`src/design/pfsb_regs.vh`:
```
`ifndef PFSB_REGS_VH
`define PFSB_REGS_VH

// ----------------------------------------------------------------
// Register map (byte addresses, 32-bit aligned words)
// ----------------------------------------------------------------
`define PFSB_ADR_W            8
`define PFSB_STRIDE           8'h04
`define PFSB_FLAG_BASE        8'h00
`define PFSB_OFF_TEMP_FAULT   8'h00
`define PFSB_OFF_LT_ALERT     8'h04
`define PFSB_OFF_LT_FAULT     8'h08
`define PFSB_OFF_PF_ALERT_1   8'h0C
`define PFSB_OFF_PF_STATUS_1  8'h10
`define PFSB_OFF_PF_ALERT_2   8'h14
`define PFSB_OFF_PF_STATUS_2  8'h18
`define PFSB_OFF_SUMMARY      8'h1C
`define PFSB_ENA_BASE         8'h20
`define PFSB_OFF_INT_STATUS   8'h40
`define PFSB_OFF_INT_MASK     8'h44

// ----------------------------------------------------------------
// Flag register index in the packed flag vector
// ----------------------------------------------------------------
`define PFSB_IDX_TEMP_FAULT   0
`define PFSB_IDX_LT_ALERT     1
`define PFSB_IDX_LT_FAULT     2
`define PFSB_IDX_PF_ALERT_1   3
`define PFSB_IDX_PF_STATUS_1  4
`define PFSB_IDX_PF_ALERT_2   5
`define PFSB_IDX_PF_STATUS_2  6

// ----------------------------------------------------------------
// Implemented-bit masks; reserved positions read zero
// ----------------------------------------------------------------
`define PFSB_MASK_TEMP_FAULT  8'hF7
`define PFSB_MASK_LT_ALERT    8'hF8
`define PFSB_MASK_LT_FAULT    8'hF6
`define PFSB_MASK_PF_1        8'hDF
`define PFSB_MASK_PF_2        8'h9F
`define PFSB_BIT_SUSPENDED    3

// ----------------------------------------------------------------
// Summary word and reset values
// ----------------------------------------------------------------
`define PFSB_SUM_PF_BIT       12
`define PFSB_SUM_SS_BIT       11
`define PFSB_RST_INT_STATUS   7'h00
`define PFSB_RST_INT_MASK     7'h00
`define PFSB_RST_DATA         32'h00000000

`endif

```
`src/design/pfsb_bank.v`:
```
`timescale 1ns/100ps
`include "pfsb_regs.vh"

module pfsb_bank #(
  parameter NREG = 7,
  parameter DW   = 8
) (
  input  wire        clk_i,
  input  wire        rst_i,
  input  wire [7:0]  wb_adr_i,
  input  wire [31:0] wb_dat_i,
  input  wire [3:0]  wb_sel_i,
  input  wire        wb_we_i,
  input  wire        wb_cyc_i,
  input  wire        wb_stb_i,
  output reg  [31:0] wb_dat_o,
  output reg         wb_ack_o,
  input  wire [7:0]  temp_fault_i,
  input  wire [7:0]  latch_timeout_alert_i,
  input  wire [7:0]  latch_timeout_fault_i,
  input  wire [7:0]  permfail_alert_first_i,
  input  wire [7:0]  permfail_status_first_i,
  input  wire [7:0]  permfail_alert_second_i,
  input  wire [7:0]  permfail_status_second_i,
  input  wire        ext_safety_fault_i,
  input  wire        ext_permfail_fault_i,
  output reg         any_permanent_fail_summary_o,
  output reg         any_safety_fault_summary_o,
  output reg         irq_o
);

  // ----------------------------------------------------------------
  // Packed flag inputs and implemented-bit masks
  // ----------------------------------------------------------------
  wire [NREG*DW-1:0] raw_flat;
  wire [NREG*DW-1:0] valid_flat;
  wire [NREG*DW-1:0] rep_flat;
  wire [NREG*DW-1:0] ena_flat;
  wire [NREG-1:0]    evt;
  wire               bus_req;
  wire               bus_wr;
  wire [NREG-1:0]    w1c_bits;
  wire               safety_any;
  wire               permfail_any;

  // Input bit positions follow the register layouts one to one
  assign raw_flat = {permfail_status_second_i,
                     permfail_alert_second_i,
                     permfail_status_first_i,
                     permfail_alert_first_i,
                     latch_timeout_fault_i,
                     latch_timeout_alert_i,
                     temp_fault_i};

  assign valid_flat = {`PFSB_MASK_PF_2,
                       `PFSB_MASK_PF_2,
                       `PFSB_MASK_PF_1,
                       `PFSB_MASK_PF_1,
                       `PFSB_MASK_LT_FAULT,
                       `PFSB_MASK_LT_ALERT,
                       `PFSB_MASK_TEMP_FAULT};

  // ----------------------------------------------------------------
  // Bus decode
  // ----------------------------------------------------------------
  // Ack follows one cycle after the strobe and drops for one cycle,
  // so a held request is answered again only every other cycle.
  assign bus_req = wb_cyc_i & wb_stb_i & ~wb_ack_o;
  assign bus_wr  = bus_req & wb_we_i & wb_sel_i[0];
  assign w1c_bits = (bus_wr && (wb_adr_i == `PFSB_OFF_INT_STATUS)) ?
                    wb_dat_i[NREG-1:0] : {NREG{1'b0}};

  // ----------------------------------------------------------------
  // Per-register enable, report and change-event logic
  // ----------------------------------------------------------------
  genvar gi;
  generate
    for (gi = 0; gi < NREG; gi = gi + 1) begin : g_flag
      reg  [DW-1:0] ena_reg;
      reg  [DW-1:0] prev_reg;
      wire [DW-1:0] valid_bits;
      wire [DW-1:0] ena_eff;
      wire [7:0]    ena_off;
      localparam integer ENA_OFF_INT = `PFSB_ENA_BASE + gi * `PFSB_STRIDE;

      assign valid_bits = valid_flat[gi*DW +: DW];
      assign ena_off    = ENA_OFF_INT[7:0];

      // The suspend indication is a state, not a protection, so it is
      // never gated by the enable mask
      if (gi == `PFSB_IDX_LT_ALERT) begin : g_susp
        assign ena_eff = ena_reg | ({{(DW-1){1'b0}}, 1'b1} << `PFSB_BIT_SUSPENDED);
      end else begin : g_norm
        assign ena_eff = ena_reg;
      end

      // Only implemented flags that are enabled, or the suspend bit, reach the register
      assign rep_flat[gi*DW +: DW] = raw_flat[gi*DW +: DW] & ena_eff & valid_bits;
      assign ena_flat[gi*DW +: DW] = ena_reg;

      // A newly set flag in this register raises its interrupt event
      assign evt[gi] = |(rep_flat[gi*DW +: DW] & ~prev_reg);

      always @(posedge clk_i) begin
        if (rst_i) begin
          ena_reg  <= valid_bits;
          prev_reg <= {DW{1'b0}};
        end else begin
          prev_reg <= rep_flat[gi*DW +: DW];
          if (bus_wr && (wb_adr_i == ena_off)) begin
            ena_reg <= wb_dat_i[DW-1:0] & valid_bits;
          end
        end
      end
    end
  endgenerate

  // ----------------------------------------------------------------
  // Battery status summary
  // ----------------------------------------------------------------
  assign safety_any = (|rep_flat[`PFSB_IDX_TEMP_FAULT*DW +: DW]) |
                      (|rep_flat[`PFSB_IDX_LT_FAULT*DW +: DW]) |
                      ext_safety_fault_i;
  assign permfail_any = (|rep_flat[`PFSB_IDX_PF_STATUS_1*DW +: DW]) |
                        (|rep_flat[`PFSB_IDX_PF_STATUS_2*DW +: DW]) |
                        ext_permfail_fault_i;

  always @(posedge clk_i) begin
    if (rst_i) begin
      any_permanent_fail_summary_o <= 1'b0;
      any_safety_fault_summary_o   <= 1'b0;
    end else begin
      any_permanent_fail_summary_o <= permfail_any;
      any_safety_fault_summary_o   <= safety_any;
    end
  end

  // ----------------------------------------------------------------
  // Interrupt status and mask
  // ----------------------------------------------------------------
  reg  [NREG-1:0] int_status_reg;
  reg  [NREG-1:0] int_mask_reg;
  wire [NREG-1:0] int_status_next;

  // A new event in the clearing cycle survives the write-one-to-clear
  assign int_status_next = (int_status_reg & ~w1c_bits) | evt;

  always @(posedge clk_i) begin
    if (rst_i) begin
      int_status_reg <= `PFSB_RST_INT_STATUS;
      int_mask_reg   <= `PFSB_RST_INT_MASK;
      irq_o          <= 1'b0;
    end else begin
      int_status_reg <= int_status_next;
      if (bus_wr && (wb_adr_i == `PFSB_OFF_INT_MASK)) begin
        int_mask_reg <= wb_dat_i[NREG-1:0];
      end
      irq_o <= |(int_status_next & int_mask_reg);
    end
  end

  // ----------------------------------------------------------------
  // Read mux; unmapped addresses read zero and still ack
  // ----------------------------------------------------------------
  reg [31:0] rd_data;
  integer    ri;

  always @* begin
    rd_data = `PFSB_RST_DATA;
    for (ri = 0; ri < NREG; ri = ri + 1) begin
      if (wb_adr_i == (`PFSB_FLAG_BASE + ri[7:0] * `PFSB_STRIDE)) begin
        rd_data[DW-1:0] = rep_flat[ri*DW +: DW];
      end
      if (wb_adr_i == (`PFSB_ENA_BASE + ri[7:0] * `PFSB_STRIDE)) begin
        rd_data[DW-1:0] = ena_flat[ri*DW +: DW];
      end
    end
    if (wb_adr_i == `PFSB_OFF_SUMMARY) begin
      rd_data[`PFSB_SUM_PF_BIT] = permfail_any;
      rd_data[`PFSB_SUM_SS_BIT] = safety_any;
    end
    if (wb_adr_i == `PFSB_OFF_INT_STATUS) begin
      rd_data[NREG-1:0] = int_status_reg;
    end
    if (wb_adr_i == `PFSB_OFF_INT_MASK) begin
      rd_data[NREG-1:0] = int_mask_reg;
    end
  end

  always @(posedge clk_i) begin
    if (rst_i) begin
      wb_ack_o <= 1'b0;
      wb_dat_o <= `PFSB_RST_DATA;
    end else begin
      wb_ack_o <= bus_req;
      if (bus_req && !wb_we_i) begin
        wb_dat_o <= rd_data;
      end
    end
  end

endmodule // pfsb_bank

```
`config.mk`:
```
export PLATFORM = sky130hd
export DESIGN_NAME = pfsb_bank
export DESIGN_NICKNAME = d
export VERILOG_FILES = /design/src/design/pfsb_bank.v
export VERILOG_INCLUDE_DIRS = /design/src /design/src/design
export SDC_FILE = /design/constraint.sdc
export NUM_CORES = 1
export LEC_CHECK = 0
export BUFFER_PORTS_ARGS = -buffer_cell sky130_fd_sc_hd__clkbuf_2
export CORE_MARGIN = 3
export CORE_UTILIZATION = 48
export DETAILED_ROUTE_END_ITERATION = 7
export PLACE_DENSITY = 0.7
export SETUP_SLACK_MARGIN = 0.5
export SLEW_MARGIN = 0
export SYNTH_ARGS = -nofsm -noshare
export SYNTH_HDL_FRONTEND = slang
export SYNTH_SLANG_ARGS = --single-unit
```
`constraint.sdc`:
```
create_clock -name clk_i -period 6.8 [get_ports clk_i]
set_input_delay 0.68 -clock clk_i [delete_from_list [all_inputs] [get_ports clk_i]]
set_output_delay 0.68 -clock clk_i [all_outputs]
set_load 0.005 [all_outputs]
```
==> results of run 1 <==
[power breakdown]
| group | internal (mW) | switching [mW] |
|---|---|---|
| clock network | 0.611 | 0.315 |
| logic | 0.0473 | 0.0987 |
| registers | 0.700 | 0.00712 |
[cells in the mapped netlist (4+ instances only)]
| cell | instances |
|---|---|
| mux2i_1 | 20 |
| nand3_1 | 37 |
| o22ai_1 | 22 |
| nor4_1 | 4 |
| nand2_1 | 114 |
| nand2b_1 | 5 |
| a21oi_1 | 24 |
| nor3_1 | 9 |
| o21ai_0 | 63 |
| inv_1 | 12 |
| nor2_1 | 91 |
| o221ai_1 | 5 |
| a211oi_1 | 4 |
| nand4_1 | 7 |
| buf_1 | 8 |
| o32ai_1 | 6 |
| buf_4 | 22 |
| o211ai_1 | 13 |
| dfxtp_1 | 116 |
| clkbuf_1 | 26 |
[cells by family (layout without fill, tap and decap cells)]
kind of cell           Yosys count  in the layout  share of synthesized area (%)
AO/OA/AOI/OAI                  178            178                           21.7
buffers and inverters           71            127                           6.80
AND/OR/NAND/NOR                291            291                           24.3
flip-flops                     116            116                           43.2
multiplexers                    21             21                           3.93
other                            1             22                         0.0697
[cells in the final DEF (no fill, tap or decap), types with 4 or more instances in the layout]
master,n
nand2_1,114
o211ai_1,13
nor3_1,9
nand3_1,37
conb_1,22
bufinv_16,4
nand2b_1,5
nand4_1,7
dfxtp_1,116
a21oi_1,24
o21ai_0,63
clkbuf_16,16
o221ai_1,5
a211oi_1,4
inv_1,12
nor4_1,4
o32ai_1,6
clkbuf_2,81
nor2_1,91
o22ai_1,22
mux2i_1,20
[final cells by class]
cell class | count | area (um^2)
Clock buffer | 22 | 453
Clock inverter | 9 | 153
Fill cell | 1004 | 4540
Inverter | 12 | 45.0
Multi-Input combinational cell | 512 | 2770
Sequential cell | 116 | 2320
Tap cell | 140 | 175
Timing Repair Buffer | 84 | 428
[per-layer routing]
| layer | up-vias | GRT usage (%) | share of wire [%] |
|---|---|---|---|
| met5 | - | 0 | 0 |
| met4 | 0 | 12.7 | 3.7 |
| met3 | 55 | 7.23 | 8.9 |
| met2 | 292 | 45.2 | 47 |
| met1 | 2569 | 37.5 | 41 |
| li1 | 2510 | - | - |
[path summary, 6_finish.rpt]
check	endpoint	slack (ns)	start
worst max-delay path	irq_o	3.08	wb_adr_i[2]
worst min-delay path	g_flag[5].prev_reg[3]	0.39	permfail_alert_second_i[3]
worst max register to register	irq_o	3.95	wb_ack_o
worst min register to register	wb_dat_o[12]	0.44	wb_dat_o[12]
[per-stage QoR]
stage / std cells / hold slack (ns) / util, %
final: 895 / 0.388 / 58.3
after global routing: 895 / 0.397 / 58.3
after CTS: 895 / 0.372 / 58.3
after detailed placement: 864 / 0.439 / 52.7
after global placement: 864 / 0.432 / 52.7
after floorplan: 699 / 0.434 / -
[critical path, cell delays in order]
cell and delay (ns):
clkbuf_2 0.45, or4_1 0.82, nor4_4 0.63, a21boi_0 0.23
o41ai_1 0.66, o221ai_1 0.29, o31a_1 0.35
==> impl_metrics.tcl, run 1 <==
set metrics [dict create \
    min_path_type "input port to register" \
    r2r_cells 6 \
    clk_pin_slew_worst_paths_ns 0.06 \
    die_h_um 112 \
    cts_tree "yes" \
    cts_made_buffers 17 \
    final-hold-violation-count 0 \
    drtPass1Iterations 6 \
    place_area_mm2 0.00574 \
    synth_cell_type_count 62 \
    ys_async_sr_fraction_pct 0 \
    rows 38 \
    design_area_mm2 0.00634 \
    drive_gt1_share_pct 16.7 \
    n_antenna_cell 0 \
    worst_slew_margin_rel_pct 36.2 \
    io_buffer_count 81 \
    wl_um 18000 \
    antenna_found_initial 0 \
    ys_seq_area_share_pct 43.2 \
    min_period_over_period_pct 54.7 \
    irDropWorstVdd_mv 0.189 \
    cts_setup_buffers 0 \
    hold_depth 3 \
    drv_cap 0 \
    antenna_left 0 \
    insertion_delay_ns 0.54 \
    grt_pass1_vias 5146 \
    grt.total_usage_pct 28.8 \
    synth_area_leaders "dfxtp_1 (43%), nand2_1 (8.0%), nor2_1 (6.4%)" \
    cts_resized 0 \
    drv_slew 0 \
    ios 143 \
    syn_area_per_cell_um2 7.93 \
    clock-sinks 116 \
    grt_overflow_total 0 \
    synth_area_leader_cell "dfxtp_1" \
    ys.flop_type "dfxtp_1" \
    clockBufferDepth 2 \
    syn_to_final_growth_pct 18.0 \
    start_kind "input port" \
    synth_top_area_share_pct 43.2 \
    cp_max_fo 42 \
    setup_ws_ns 3.08 \
    netlist_area_mm2 0.00538 \
    nNetsFinal 850 \
    initial_utilization_pct 49.4 \
    dieArea_mm2 0.0125 \
    max_freq_mhz 269 \
    skew_ns 0.0109 \
    largest_reg_flops 44 \
    viasPerCell 6.06 \
    outcome "completed" \
    fin_tns_setup_ns 0 \
    gp_congestion 0.975 \
    route.detailed.wl_per_inst_um 20.1 \
    grt_pass1_wl_um 27900 \
    synth-edff-count 0 \
    drc 0 \
    core_area_mm2 0.0109 \
    design_power_total_mw 1.78 \
    required_ns 7.22 \
    dp_hpwl_um 12900 \
    cts_hold_buf 0 \
    grt_max_degree 69 \
    yosys_warnings 0 \
    powerDensity_mw_per_mm2 280 \
    tightest_slew_ns 0.956 \
    cp-end-kind "register" \
    worst-setup-path-type "input port to register" \
    cp_data_arrival_time_ns 4.14 \
    vias 5426 \
    rsz0062_at_grt "false" \
    die_w_um 112 \
    root_buffer "clkbuf_8" \
    cts_max_level 4 \
    synth-seq-cells 116 \
    pre_cts_ws_ns 2.67 \
    initialDrtViolationCount 487 \
    finalSetupViolCount 0 \
    post-route-min-period_ns 3.72 \
    netlist_instances 678 \
    power_leakage_nw 2.58 \
]
(Power assumes the default switching activity.)
==> inputs of run 2 (changes only) <==
- ABC_AREA: unset -> 1
- clock period: 6.8 -> 3.7 ns (I/O delays scaled with it)
==> run 2 against run 1 <==
Effect of this change:
- worst setup slack worse by 1.5 ns
- final area down 1.5%
- clock skew down 0.0013 ns
==> impl_metrics.tcl, run 2 <==
set metrics [dict create \
    core_area_mm2 0.0104 \
    drv_cap 0 \
    initial_utilization_pct 49.6 \
    cts_max_level 4 \
    powerDensity_mw_per_mm2 518 \
    final-hold-violation-count 0 \
    io_buffer_count 81 \
    min_path_type "input port to register" \
    drive_gt1_share_pct 17.7 \
    grt_pass1_wl_um 24300 \
    cts_hold_buf 0 \
    netlist_area_mm2 0.00517 \
    required_ns 4.17 \
    place_inst 924 \
    ios 143 \
    worst_hold_slack_ns 0.0974 \
    synth_cell_type_count 38 \
    nNetsFinal 914 \
    outcome "completed" \
    grt_max_degree 64 \
    drv_slew 0 \
    cp_top_family "simple AND/OR/NAND/NOR gates" \
    post-route-min-period_ns 2.14 \
    crit_buf_inv 2 \
    synth-edff-count 0 \
    grt_pass1_vias 4888 \
    die_h_um 110 \
    insertion_delay_ns 0.53 \
    rsz0062_at_grt "false" \
    cp-endpoint "wb_dat_o[12]" \
    setup_ws_ns 1.56 \
    slowest_stage "nor4_1" \
    r2r-end "wb_dat_o[12]" \
    antenna_left 0 \
    vias 5238 \
    cp-end-kind "register" \
    syn_area_per_cell_um2 7.16 \
    cts_setup_buffers 0 \
    crit_path_max_incr_delay_ns 0.51 \
    gp_congestion 0.902 \
    ys_seq_area_share_pct 44.9 \
    dieArea_mm2 0.0121 \
    viasPerCell 5.48 \
    worst-setup-path-type "register to register" \
    met1_usage_pct 35.3 \
    yosys_warnings 0 \
    critPathLaunch "wb_ack_o" \
    cts_made_buffers 17 \
    pre_cts_ws_ns 1.36 \
    rows 37 \
    crit_chain "nor2_1 > inv_1 > nor2_1 > inv_1 > nor4_1 > a32o_1" \
    r2r_slack_ns 1.56 \
    irDropWorstVdd_mv 0.231 \
    yosysMostFrequentCell "nand2_1" \
    synth_top_area_share_pct 44.9 \
    netlist_instances 722 \
    synth_area_leaders "dfxtp_1 (45%), nand2_1 (15%), nor2_1 (6.8%)" \
    cts_tree "yes" \
    antenna_found_initial 0 \
    grt.total_usage_pct 26.9 \
    cp_max_fo 11 \
    cp_data_arrival_time_ns 2.61 \
    worst_slew_margin_rel_pct 44.7 \
    tightest_slew_ns 0.824 \
    die_w_um 110 \
    drtPass1Iterations 7 \
    finalSetupViolCount 0 \
    dp_hpwl_um 11700 \
    r2r_start "wb_ack_o" \
    cp_num_cells 6 \
    ys_async_sr_fraction_pct 0 \
    wl_um 15800 \
    syn_to_final_growth_pct 20.8 \
    synth-seq-cells 116 \
    clockBufferDepth 2 \
    fin_tns_setup_ns 0 \
    use_met3_pct 6.87 \
    utilization_pct 60.0 \
    ys.flop_type "dfxtp_1" \
    largest_reg_flops 44 \
    start_kind "register" \
    stdcell_count 956 \
    final_common_cell "nand2_1" \
    route.detailed.wl_per_inst_um 16.5 \
    power_leakage_nw 3.02 \
    cts_resized 0 \
    top_usage_layer "met2" \
    clock-sinks 116 \
    root_buffer "clkbuf_8" \
    r2r_cells 6 \
    n_antenna_cell 0 \
    grt_overflow_total 0 \
    drc 0 \
    clk_pin_slew_worst_paths_ns 0.06 \
    max_freq_mhz 467 \
    synth_area_leader_cell "dfxtp_1" \
    synthTopCellsByCount "nand2_1 (204), dfxtp_1 (116), nor2_1 (94)" \
    skew_ns 0.00963 \
    initialDrtViolationCount 432 \
    grtUsageMet2_pct 41.9 \
    hold_depth 3 \
    most-common-layout-cells "nand2_1 (204), dfxtp_1 (116), nor2_1 (94), clkbuf_2 (81), nand3_1 (57)" \
    min_period_over_period_pct 57.8 \
]
[run 2: changes by cell type in the layout (fill, tap and decap cells not counted), sizes merged, moves of 12 or more]
cell,previous run,this run
nand3,37,59
nand2,114,208
o21ai,63,21
o211ai,13,25
nor2,91,107
mux2i,20,0
inv,12,51
[run 2: cell families after synthesis]
kind of cell | share of synthesized area, %
other | 0.0725
AND/OR/NAND/NOR | 33.6
buffers and inverters | 8.18
flip-flops | 44.9
AO/OA/AOI/OAI | 13.3
[run 2: stage by stage]
step | power [mW] | area (um^2)
finish | 3.24 | 6250
global route | 3.33 | 6250
CTS | 3.25 | 6250
detailed placement | 1.51 | 5610
global placement | 1.51 | 5610
floorplan | 1.44 | 5250
[run 2: report_power, final]
group | switching [mW] | internal, mW | total (mW) | leakage (nW)
Sequential | 0.0106 | 1.28 | 1.29 | 0.952
Combinational | 0.134 | 0.0629 | 0.197 | 1.76
Clock | 0.564 | 1.18 | 1.75 | 0.307
[run 2: worst register-to-register path, stage by stage, from the launching register on]
cell and delay, ns:
dfxtp_1 0.31, nor2_1 0.17, inv_1 0.07, nor2_1 0.45, inv_1 0.36, nor4_1 0.52, a32o_1 0.20
[run 2: per-layer routing]
layer	vias up	wire length, um
met5	-	0
met3	43	1450
met2	244	7090
met1	2399	6680
met4	0	546
li1	2552	-
[run 2: cell type report]
type | count | area [um^2]
clock buffer | 24 | 490
clock inverter | 8 | 145
fill | 1014 | 4170
inverter | 52 | 195
multi-input combinational | 537 | 2500
sequential | 116 | 2320
tap | 136 | 170
timing repair buffer | 83 | 420
[run 2: how the worst min path moves through the flow]
stage                                          start                     to
final                     permfail_alert_second_i[0]  g_flag[5].prev_reg[0]
after global routing      permfail_alert_second_i[0]  g_flag[5].prev_reg[0]
after CTS                  permfail_alert_first_i[1]  g_flag[3].prev_reg[1]
after detailed placement                 wb_dat_o[0]            wb_dat_o[0]
after global placement                   wb_dat_o[7]            wb_dat_o[7]
after floorplan                 g_flag[1].ena_reg[3]   g_flag[1].ena_reg[3]
